==> src/include/toc_pkg.sv <==
// Constants for the 16-bit timer output compare block
package toc_pkg;
  // Register byte offsets
  localparam logic [7:0] OFS_CTRL = 8'h00;
  localparam logic [7:0] OFS_FLAGS = 8'h04;
  localparam logic [7:0] OFS_FORCE = 8'h08;
  localparam logic [7:0] OFS_COUNT = 8'h0c;
  localparam logic [7:0] OFS_CMPA_HI = 8'h10;
  localparam logic [7:0] OFS_CMPA_LO = 8'h14;
  localparam logic [7:0] OFS_CMPB_HI = 8'h18;
  localparam logic [7:0] OFS_CMPB_LO = 8'h1c;
  localparam logic [7:0] OFS_WAVE = 8'h20;
  localparam logic [7:0] OFS_CAPTURE = 8'h24;
  // Control register fields
  localparam int CTRL_MODE_LSB = 0;
  localparam int CTRL_ACTA_LSB = 4;
  localparam int CTRL_ACTB_LSB = 6;
  localparam int CTRL_IRQEN_LSB = 8;
  // Mode encodings
  localparam logic [3:0] MODE_NORMAL = 4'h0;
  localparam logic [3:0] MODE_CLR_CMPA = 4'h4;
  localparam logic [3:0] MODE_FAST8 = 4'h5;
  localparam logic [3:0] MODE_FAST9 = 4'h6;
  localparam logic [3:0] MODE_FAST10 = 4'h7;
  localparam logic [3:0] MODE_CLR_CAP = 4'hc;
  localparam logic [3:0] MODE_RESERVED = 4'hd;
  localparam logic [3:0] MODE_FAST_CAP = 4'he;
  localparam logic [3:0] MODE_FAST_CMPA = 4'hf;
  // Fixed ceilings and limits
  localparam logic [15:0] CEIL_8BIT = 16'h00ff;
  localparam logic [15:0] CEIL_9BIT = 16'h01ff;
  localparam logic [15:0] CEIL_10BIT = 16'h03ff;
  localparam logic [15:0] CEIL_MAX = 16'hffff;
  // Output action encodings
  localparam logic [1:0] ACT_NONE = 2'h0;
  localparam logic [1:0] ACT_TOGGLE = 2'h1;
  localparam logic [1:0] ACT_CLEAR = 2'h2;
  localparam logic [1:0] ACT_SET = 2'h3;
  // Reset values
  localparam logic [9:0] CTRL_RESET = 10'h000;
  localparam logic [15:0] CMP_RESET = 16'h0000;
  localparam logic [15:0] COUNT_RESET = 16'h0000;
  localparam logic [1:0] WAVE_RESET = 2'h0;
endpackage
==> src/hdl/toc_output_compare.sv <==
// Two-channel output compare unit of a 16-bit timer with APB registers
//
// Notes on behaviour
// - Each channel compares all 16 counter bits with its compare value always.
// - Match flag sets one timer tick after equality, not immediately.
// - Enabled flag requests interrupt; servicing the interrupt clears the flag.
// - Writing one to a flag bit clears it; zero leaves it.
// - In selected modes channel A compare value sets counter ceiling.
// - Compare value double buffered in pulse width modes only.
// - Buffered value moves to active compare only at ceiling or 0xFFFF.
// - CPU accesses buffer when double buffered, else active compare value.
// - Compare high byte is read directly, never through the shared latch.
// - High byte write loads latch; low write stores both bytes together.
// - Force strobe in non-pulse-width modes applies action without flag.
// - Counter write suppresses all matches in the following timer tick.
// - Counter written equal to variable ceiling counts on to 0xFFFF.
// - Waveform output register keeps its value across mode changes.
// - Output action is not buffered; takes effect at next match.
// - Reset clears each waveform output register to zero.
// - Nonzero action overrides port value; direction still from direction bit.
// - Action zero leaves the waveform output register unchanged on match.
// - Output action has no influence on input capture.
// - Mode 0 is normal, modes 4 and 12 are clear on match.
// - CPU counter write wins over clear or count in same cycle.
//
// The address map and register access over APB were chosen for this implementation.
`timescale 1ns/100ps
module toc_output_compare (
  input wire logic core_clk,
  input wire logic rst_n,
  input wire logic psel,
  input wire logic penable,
  input wire logic pwrite,
  input wire logic [7:0] paddr,
  input wire logic [31:0] pwdata,
  output logic [31:0] prdata,
  output logic pready,
  output logic pslverr,
  input wire logic timerTick,
  input wire logic [1:0] irqServiced,
  input wire logic [1:0] pinDirectionBit,
  input wire logic [1:0] portData,
  output logic [1:0] irqRequest,
  output logic [1:0] pinOut,
  output logic [1:0] pinOutEnableN
);

  function automatic logic isPulseMode(input logic [3:0] mode);
    isPulseMode = !(mode == toc_pkg::MODE_NORMAL ||
                    mode == toc_pkg::MODE_CLR_CMPA ||
                    mode == toc_pkg::MODE_CLR_CAP ||
                    mode == toc_pkg::MODE_RESERVED);
  endfunction

  // Register select, shared by every write strobe of the bus decode
  function automatic logic regHit(input logic [7:0] addr,
                                  input logic [7:0] ofs);
    regHit = addr == ofs;
  endfunction

  function automatic logic [1:0] applyAction(input logic [1:0] act,
                                             input logic cur);
    case (act)
      toc_pkg::ACT_TOGGLE: applyAction = {1'b1, ~cur};
      toc_pkg::ACT_CLEAR: applyAction = 2'b10;
      toc_pkg::ACT_SET: applyAction = 2'b11;
      default: applyAction = {1'b0, cur};
    endcase
  endfunction

  logic [9:0] ctrl_q;
  logic [15:0] count_q;
  logic [15:0] capture_q;
  logic [7:0] hiLatch_q;
  logic [15:0] cmpActive_q [2];
  logic [15:0] cmpBuffer_q [2];
  logic [1:0] matchFlag_q;
  logic [1:0] wave_q;
  logic blockNext_q;
  logic [31:0] prdata_q;
  logic pready_q;
  logic pslverr_q;
  logic [1:0] irqRequest_q;
  logic [1:0] pinOut_q;
  logic [1:0] pinOutEnableN_q;

  logic [3:0] mode;
  logic [1:0] action [2];
  logic [1:0] irqEnable;
  logic pulseMode;
  logic [15:0] ceiling;
  logic atCeiling;
  logic wrapNow;
  logic [1:0] match;
  logic [1:0] matchHit;
  logic apbAccess;
  logic apbWrite;
  logic apbRead;
  logic addrMapped;
  logic counterWrite;
  logic [1:0] forceStrobe;
  logic [1:0] cmpHiWrite;
  logic [1:0] cmpLoWrite;
  logic [31:0] readData;
  logic ctrlWrite;
  logic flagsWrite;
  logic captureWrite;
  logic [1:0] waveUpdate;
  logic [1:0] waveNext [2];

  assign mode = ctrl_q[toc_pkg::CTRL_MODE_LSB +: 4];
  assign action[0] = ctrl_q[toc_pkg::CTRL_ACTA_LSB +: 2];
  assign action[1] = ctrl_q[toc_pkg::CTRL_ACTB_LSB +: 2];
  assign irqEnable = ctrl_q[toc_pkg::CTRL_IRQEN_LSB +: 2];
  assign pulseMode = isPulseMode(mode);

  // The access phase is taken on the second access cycle so that
  // read data and pready both come from flip-flops.
  assign apbAccess = psel && penable && pready_q;
  assign apbWrite = apbAccess && pwrite;
  assign apbRead = apbAccess && !pwrite;
  assign ctrlWrite = apbWrite && regHit(paddr, toc_pkg::OFS_CTRL);
  assign flagsWrite = apbWrite && regHit(paddr, toc_pkg::OFS_FLAGS);
  assign captureWrite = apbWrite && regHit(paddr, toc_pkg::OFS_CAPTURE);
  assign counterWrite = apbWrite && regHit(paddr, toc_pkg::OFS_COUNT);
  // Strobes are dropped in pulse width modes, where a forced edge
  // would break the period the waveform is built on.
  assign forceStrobe = (apbWrite && regHit(paddr, toc_pkg::OFS_FORCE) &&
                        !pulseMode) ? pwdata[1:0] : 2'b00;
  assign cmpHiWrite[0] = apbWrite && regHit(paddr, toc_pkg::OFS_CMPA_HI);
  assign cmpHiWrite[1] = apbWrite && regHit(paddr, toc_pkg::OFS_CMPB_HI);
  assign cmpLoWrite[0] = apbWrite && regHit(paddr, toc_pkg::OFS_CMPA_LO);
  assign cmpLoWrite[1] = apbWrite && regHit(paddr, toc_pkg::OFS_CMPB_LO);

  always_comb begin
    case (mode)
      toc_pkg::MODE_CLR_CMPA, toc_pkg::MODE_FAST_CMPA: begin
        ceiling = cmpActive_q[0];
      end
      toc_pkg::MODE_CLR_CAP, toc_pkg::MODE_FAST_CAP: begin
        ceiling = capture_q;
      end
      toc_pkg::MODE_FAST8: begin
        ceiling = toc_pkg::CEIL_8BIT;
      end
      toc_pkg::MODE_FAST9: begin
        ceiling = toc_pkg::CEIL_9BIT;
      end
      toc_pkg::MODE_FAST10: begin
        ceiling = toc_pkg::CEIL_10BIT;
      end
      default: begin
        ceiling = toc_pkg::CEIL_MAX;
      end
    endcase
  end

  // A blocked tick also ignores the ceiling, so a counter written equal
  // to the ceiling runs on to the top of the range and wraps there.
  assign atCeiling = count_q == ceiling && !blockNext_q;
  assign wrapNow = timerTick &&
                   (atCeiling || count_q == toc_pkg::CEIL_MAX);

  genvar ch;
  generate
    for (ch = 0; ch < 2; ch++) begin : gCmp
      assign match[ch] = count_q == cmpActive_q[ch];
      assign matchHit[ch] = timerTick && match[ch] && !blockNext_q;
    end
  endgenerate

  always_ff @(posedge core_clk or negedge rst_n) begin
    if (!rst_n) begin
      ctrl_q <= toc_pkg::CTRL_RESET;
    end else if (ctrlWrite) begin
      ctrl_q <= pwdata[9:0];
    end
  end

  always_ff @(posedge core_clk or negedge rst_n) begin
    if (!rst_n) begin
      capture_q <= toc_pkg::CMP_RESET;
    end else if (captureWrite) begin
      capture_q <= pwdata[15:0];
    end
  end

  always_ff @(posedge core_clk or negedge rst_n) begin
    if (!rst_n) begin
      count_q <= toc_pkg::COUNT_RESET;
    end else if (counterWrite) begin
      count_q <= pwdata[15:0];
    end else if (wrapNow) begin
      count_q <= toc_pkg::COUNT_RESET;
    end else if (timerTick) begin
      count_q <= count_q + 16'h0001;
    end
  end

  // Blocking lasts until the next timer tick, even if the timer is
  // stopped for a long time after the write.
  always_ff @(posedge core_clk or negedge rst_n) begin
    if (!rst_n) begin
      blockNext_q <= 1'b0;
    end else if (counterWrite) begin
      blockNext_q <= 1'b1;
    end else if (timerTick) begin
      blockNext_q <= 1'b0;
    end
  end

  always_ff @(posedge core_clk or negedge rst_n) begin
    if (!rst_n) begin
      hiLatch_q <= 8'h00;
    end else if (|cmpHiWrite) begin
      hiLatch_q <= pwdata[7:0];
    end
  end

  generate
    for (ch = 0; ch < 2; ch++) begin : gChan
      always_ff @(posedge core_clk or negedge rst_n) begin
        if (!rst_n) begin
          cmpBuffer_q[ch] <= toc_pkg::CMP_RESET;
        end else if (cmpLoWrite[ch] && pulseMode) begin
          cmpBuffer_q[ch] <= {hiLatch_q, pwdata[7:0]};
        end
      end

      always_ff @(posedge core_clk or negedge rst_n) begin
        if (!rst_n) begin
          cmpActive_q[ch] <= toc_pkg::CMP_RESET;
        end else if (cmpLoWrite[ch] && !pulseMode) begin
          cmpActive_q[ch] <= {hiLatch_q, pwdata[7:0]};
        end else if (pulseMode && wrapNow) begin
          cmpActive_q[ch] <= cmpBuffer_q[ch];
        end
      end

      // A new match sets the flag even if software clears it in the
      // same cycle, so no event is lost.
      always_ff @(posedge core_clk or negedge rst_n) begin
        if (!rst_n) begin
          matchFlag_q[ch] <= 1'b0;
        end else if (matchHit[ch]) begin
          matchFlag_q[ch] <= 1'b1;
        end else if (flagsWrite && pwdata[ch]) begin
          matchFlag_q[ch] <= 1'b0;
        end else if (irqServiced[ch] && irqEnable[ch]) begin
          matchFlag_q[ch] <= 1'b0;
        end
      end

      // Next output state from the action; the high bit marks a change
      always_comb begin
        waveNext[ch] = applyAction(action[ch], wave_q[ch]);
      end

      // Forcing uses the same path as a real match, minus the flag.
      assign waveUpdate[ch] = matchHit[ch] || forceStrobe[ch];

      // Mode changes never touch this register.
      always_ff @(posedge core_clk or negedge rst_n) begin
        if (!rst_n) begin
          wave_q[ch] <= toc_pkg::WAVE_RESET[ch];
        end else if (waveUpdate[ch]) begin
          wave_q[ch] <= waveNext[ch][0];
        end
      end

      always_ff @(posedge core_clk or negedge rst_n) begin
        if (!rst_n) begin
          irqRequest_q[ch] <= 1'b0;
        end else begin
          irqRequest_q[ch] <= matchFlag_q[ch] && irqEnable[ch];
        end
      end

      always_ff @(posedge core_clk or negedge rst_n) begin
        if (!rst_n) begin
          pinOut_q[ch] <= 1'b0;
          pinOutEnableN_q[ch] <= 1'b1;
        end else begin
          pinOut_q[ch] <= (action[ch] != toc_pkg::ACT_NONE) ?
                          wave_q[ch] : portData[ch];
          pinOutEnableN_q[ch] <= !pinDirectionBit[ch];
        end
      end
    end
  endgenerate

  always_comb begin
    readData = 32'h0000_0000;
    addrMapped = 1'b1;
    case (paddr)
      toc_pkg::OFS_CTRL: begin
        readData[9:0] = ctrl_q;
      end
      toc_pkg::OFS_FLAGS: begin
        readData[1:0] = matchFlag_q;
      end
      toc_pkg::OFS_FORCE: begin
        readData = 32'h0000_0000;
      end
      toc_pkg::OFS_COUNT: begin
        readData[15:0] = count_q;
      end
      toc_pkg::OFS_CMPA_HI: begin
        readData[7:0] = pulseMode ?
          cmpBuffer_q[0][15:8] : cmpActive_q[0][15:8];
      end
      toc_pkg::OFS_CMPA_LO: begin
        readData[7:0] = pulseMode ?
          cmpBuffer_q[0][7:0] : cmpActive_q[0][7:0];
      end
      toc_pkg::OFS_CMPB_HI: begin
        readData[7:0] = pulseMode ?
          cmpBuffer_q[1][15:8] : cmpActive_q[1][15:8];
      end
      toc_pkg::OFS_CMPB_LO: begin
        readData[7:0] = pulseMode ?
          cmpBuffer_q[1][7:0] : cmpActive_q[1][7:0];
      end
      toc_pkg::OFS_WAVE: begin
        readData[1:0] = wave_q;
      end
      toc_pkg::OFS_CAPTURE: begin
        readData[15:0] = capture_q;
      end
      default: begin
        addrMapped = 1'b0;
      end
    endcase
  end

  // One wait state: pready rises in the second access cycle.
  // The extra cycle buys registered read data at the cost of bus speed.
  always_ff @(posedge core_clk or negedge rst_n) begin
    if (!rst_n) begin
      pready_q <= 1'b0;
    end else begin
      pready_q <= psel && penable && !pready_q;
    end
  end

  // Read data stands only while pready is high and is zero otherwise.
  always_ff @(posedge core_clk or negedge rst_n) begin
    if (!rst_n) begin
      prdata_q <= 32'h0000_0000;
    end else if (psel && penable && !pready_q && !pwrite) begin
      prdata_q <= readData;
    end else begin
      prdata_q <= 32'h0000_0000;
    end
  end

  // An unmapped address is flagged with the ready pulse, write ignored.
  always_ff @(posedge core_clk or negedge rst_n) begin
    if (!rst_n) begin
      pslverr_q <= 1'b0;
    end else begin
      pslverr_q <= psel && penable && !pready_q && !addrMapped;
    end
  end

  assign prdata = prdata_q;
  assign pready = pready_q;
  assign pslverr = pslverr_q;
  assign irqRequest = irqRequest_q;
  assign pinOut = pinOut_q;
  assign pinOutEnableN = pinOutEnableN_q;

endmodule // toc_output_compare

==> config.mk <==
export PLATFORM = sky130hd
export DESIGN_NAME = toc_output_compare
export DESIGN_NICKNAME = d
export VERILOG_FILES = /design/src/include/toc_pkg.sv /design/src/hdl/toc_output_compare.sv
export SDC_FILE = /design/constraint.sdc
export NUM_CORES = 1
export LEC_CHECK = 0
export BUFFER_PORTS_ARGS = -buffer_cell sky130_fd_sc_hd__buf_2
export CORE_ASPECT_RATIO = 0.5
export CORE_MARGIN = 2
export CORE_UTILIZATION = 38
export CTS_CLUSTER_DIAMETER = 150
export DETAILED_ROUTE_END_ITERATION = 16
export GPL_ROUTABILITY_DRIVEN = 0
export SKIP_CTS_REPAIR_TIMING = 1
export SLEW_MARGIN = 20
export SYNTH_ARGS = -nofsm -noshare
export SYNTH_HDL_FRONTEND = slang
export SYNTH_SLANG_ARGS = --single-unit
==> constraint.sdc <==
create_clock -name core_clk -period 3.1 [get_ports core_clk]
set_clock_uncertainty 0.1 [all_clocks]
set_input_delay 0.31 -clock core_clk [delete_from_list [all_inputs] [get_ports core_clk]]
set_output_delay 0.31 -clock core_clk [all_outputs]
set_load 0.005 [all_outputs]
==> impl_metrics.ini <==
[power_and_ir_drop]
vdd.ir_drop.worst_v = 0.000257
power.density_nw_per_um2 = 447
leakage_uw = 0.00442

[final_layout]
syn_to_final_growth_pct = 21.3
n_fill_cell = 2042
stdcell_count = 1289
drive_gt1_share_pct = 28.7
utilization_pct = 46.7
diodes = 0
fin_nets = 1029

[worst_hold_path]
hold_path_class = in -> reg
hp-start = portData[1]
min_to = pinOut[1]
whs_path_depth = 2

[clock_tree]
cts_tree = done
cts-root-buf = clkbuf_16
numCtsBuffers = 17
cts_sinks = 143
path_clk_slew_ps = 60
ctsHtreeMaxLevel = 4
clock_latency_ps = 440
clock_path_buffers = 2

[timing]
rsz0062_at_grt = true
relSlewSlack_pct = 45.2
maxSlewViolCount = 0
hold_slack_ps = 2.96
fin_setup_tns_ps = 0
hold_viol_final = 0
setup_viol = 0
setup_ws_ps = 62.6
period_needed_ps = 3040
fin_crit_sh_pct = 98.0
tightestPinTransition_ps = 820
fmax_mhz = 329

[flow_run]
maxCapViolCount = 0

[grt]
grt_use_total_pct = 24.2
grt_max_degree = 71
antenna_found_initial = 0
grt_pass1_vias = 7132
gr-total-overflow = 0
grt_pass1_wl_um = 42000

[setup_path]
crit_path_max_incr_delay_ps = 540
critical_path_class = reg -> reg
crit_arrival_ps = 3290
critPathTopFamily = simple AND/OR/NAND/NOR gates
timing.rr.start = ctrl_q[1]
crit_path_frequent_cell = buf_6
r2r_cells = 11
cp-end-kind = flop
ff2ff_setup_slack_ps = 60
critPathRequiredTime_ps = 3360
cp_slowest_cell = or4_4
path_cells = buf_6 -> or3b_4 -> nand4_1 -> a21oi_1 -> or4_4 -> nor4_4 -> buf_6 -> a21o_4 -> clkbuf_16 -> nand3_2 -> a31oi_1
reg2reg_to = cmpActive_q[11]
crit_buf_inv = 3
start_kind = flop
cp_max_fo = 8

[drt]
wirelength_um = 28100
via_per_inst = 5.95
drtIter0Drc = 965
drt_pre_antenna_iters = 5
vias = 7674
wl_per_cell_um = 21.8
drcViolationCount = 0
antenna_left = 0

[floorplanning]
initial_utilization_pct = 38.5
die_w_um = 213
die_area_um2 = 23100
fp.dieH_um = 109
core.rowCount = 38
ioPinCount = 92
core_area_um2 = 21600

[place]
place_ws_ps = -127
hpwl_um = 19100
numPortBuffers = 59
placedCellCount = 1241

[synthesis]
syn_avg_cell_area_um2 = 9.30
syn_inst = 894
synth_cell_types = 66
synth_area_leaders = dfrtp_1 42%, mux2_2 9.5%, nand3_1 3.9%, a21oi_1 3.8%, nor2_1 3.8%
synth_top_cell_area_share_pct = 42.5
synth_edf_count = 0
synth.cells.most_frequent = 141 x dfrtp_1, 84 x nor2_1, 70 x mux2_2, 67 x nand2_1, 64 x nand3_1
ys_ff_latch = 143
ys.flop_type = dfrtp_1
synth_largest_area_cell = dfrtp_1
synth_warnings = 0
synth.most_common_cell = dfrtp_1
seq_area_frac_synth_pct = 43.1
syn_area_um2 = 8310
async_flop_share_pct = 100

[run_status]
status = finished, final reports clean
==> routing by layer <==
metal | global-route usage [%] | vias up | part of all wire, %
met4 | 8.09 | 0 | 2.6
met1 | 35.5 | 3811 | 44
met3 | 5.11 | 59 | 9.9
li1 | - | 3412 | -
met2 | 35.5 | 392 | 43
met5 | 0 | - | 0
==> logic make-up after synthesis <==
group	synth area share (%)
buffers and inverters	6.02
AND/OR/NAND/NOR	20.4
other	0.0451
adder cells (fa/ha/maj)	0.151
flip-flops	43.1
AO/OA/AOI/OAI	15.4
XOR/XNOR	4.11
multiplexers	10.8
==> power breakdown <==
group,switching [µW],internal [µW]
sequential,41.3,1910
combinational,327,177
clock,896,1160
total,1260,3250
==> cell usage in the layout, fill, tap and decap left out, types with 6 or more instances in the layout <==
cell type,count
xnor2_1,12
and3_1,9
xor2_1,27
a21oi_1,59
nand4b_1,12
nand3_1,54
nor3b_1,9
inv_1,14
a31oi_1,37
mux2i_1,11
o221ai_1,6
buf_4,59
nand3b_1,6
nor3_1,18
clkbuf_16,19
a22oi_1,9
nand4_1,7
nor4_1,10
nor2_1,83
nand3_2,10
and2_1,6
buf_2,58
conb_1,16
buf_6,8
nand2_1,67
a221oi_1,14
dfrtp_1,138
and3b_1,6
o21ai_0,23
mux2_2,69
==> area by class of cell <==
cell class,count,area [µm²],area share (%)
Sequential cell,143,3580,35.5
Tap cell,300,375,3.72
Timing Repair Buffer,136,1010,10.0
Inverter,14,52.6,0.521
Clock buffer,19,453,4.49
Multi-Input combinational cell,664,4480,44.4
Clock inverter,13,129,1.28
==> worst reg2reg max path: stages, from the launching register on <==
cell	delay [ps]
dfrtp_2	480
buf_6	160
or3b_4	370
nand4_1	150
a21oi_1	90
or4_4	540
nor4_4	260
buf_6	180
a21o_4	210
clkbuf_16	190
nand3_2	80
a31oi_1	170
==> worst max-delay path by stage <==
stage,startpoint,endpoint,slack (ps),depth (start not counted)
floorplan,ctrl_q[0],cmpActive_q[20],230,11
detailed placement,ctrl_q[0],cmpActive_q[3],-130,11
global route,ctrl_q[1],cmpActive_q[4],-40,11
CTS,ctrl_q[0],cmpActive_q[14],-180,11
finish,ctrl_q[1],cmpActive_q[11],60,11
global placement,ctrl_q[0],cmpActive_q[30],-40,11
==> state kept, by name, indices dropped and copies added, names as in the netlist <==
register,flops
prdata,16
wave_q,2
pslverr,1
capture_q,16
ctrl_q,10
pinOut,2
cmpBuffer_q,32
cmpActive_q,32
matchFlag_q,2
irqRequest,2
count_q,16
pready,1
hiLatch_q,8
pinOutEnableN,2
blockNext_q,1
==> metrics by stage <==
stage	instance area [µm²]	total power, µW
after floorplan	8370	2240
after global placement	9130	2440
after detailed placement	9130	2450
after CTS	9710	4500
after global routing	10100	4660
final	10100	4510
Power figures use the tool's default switching activity.
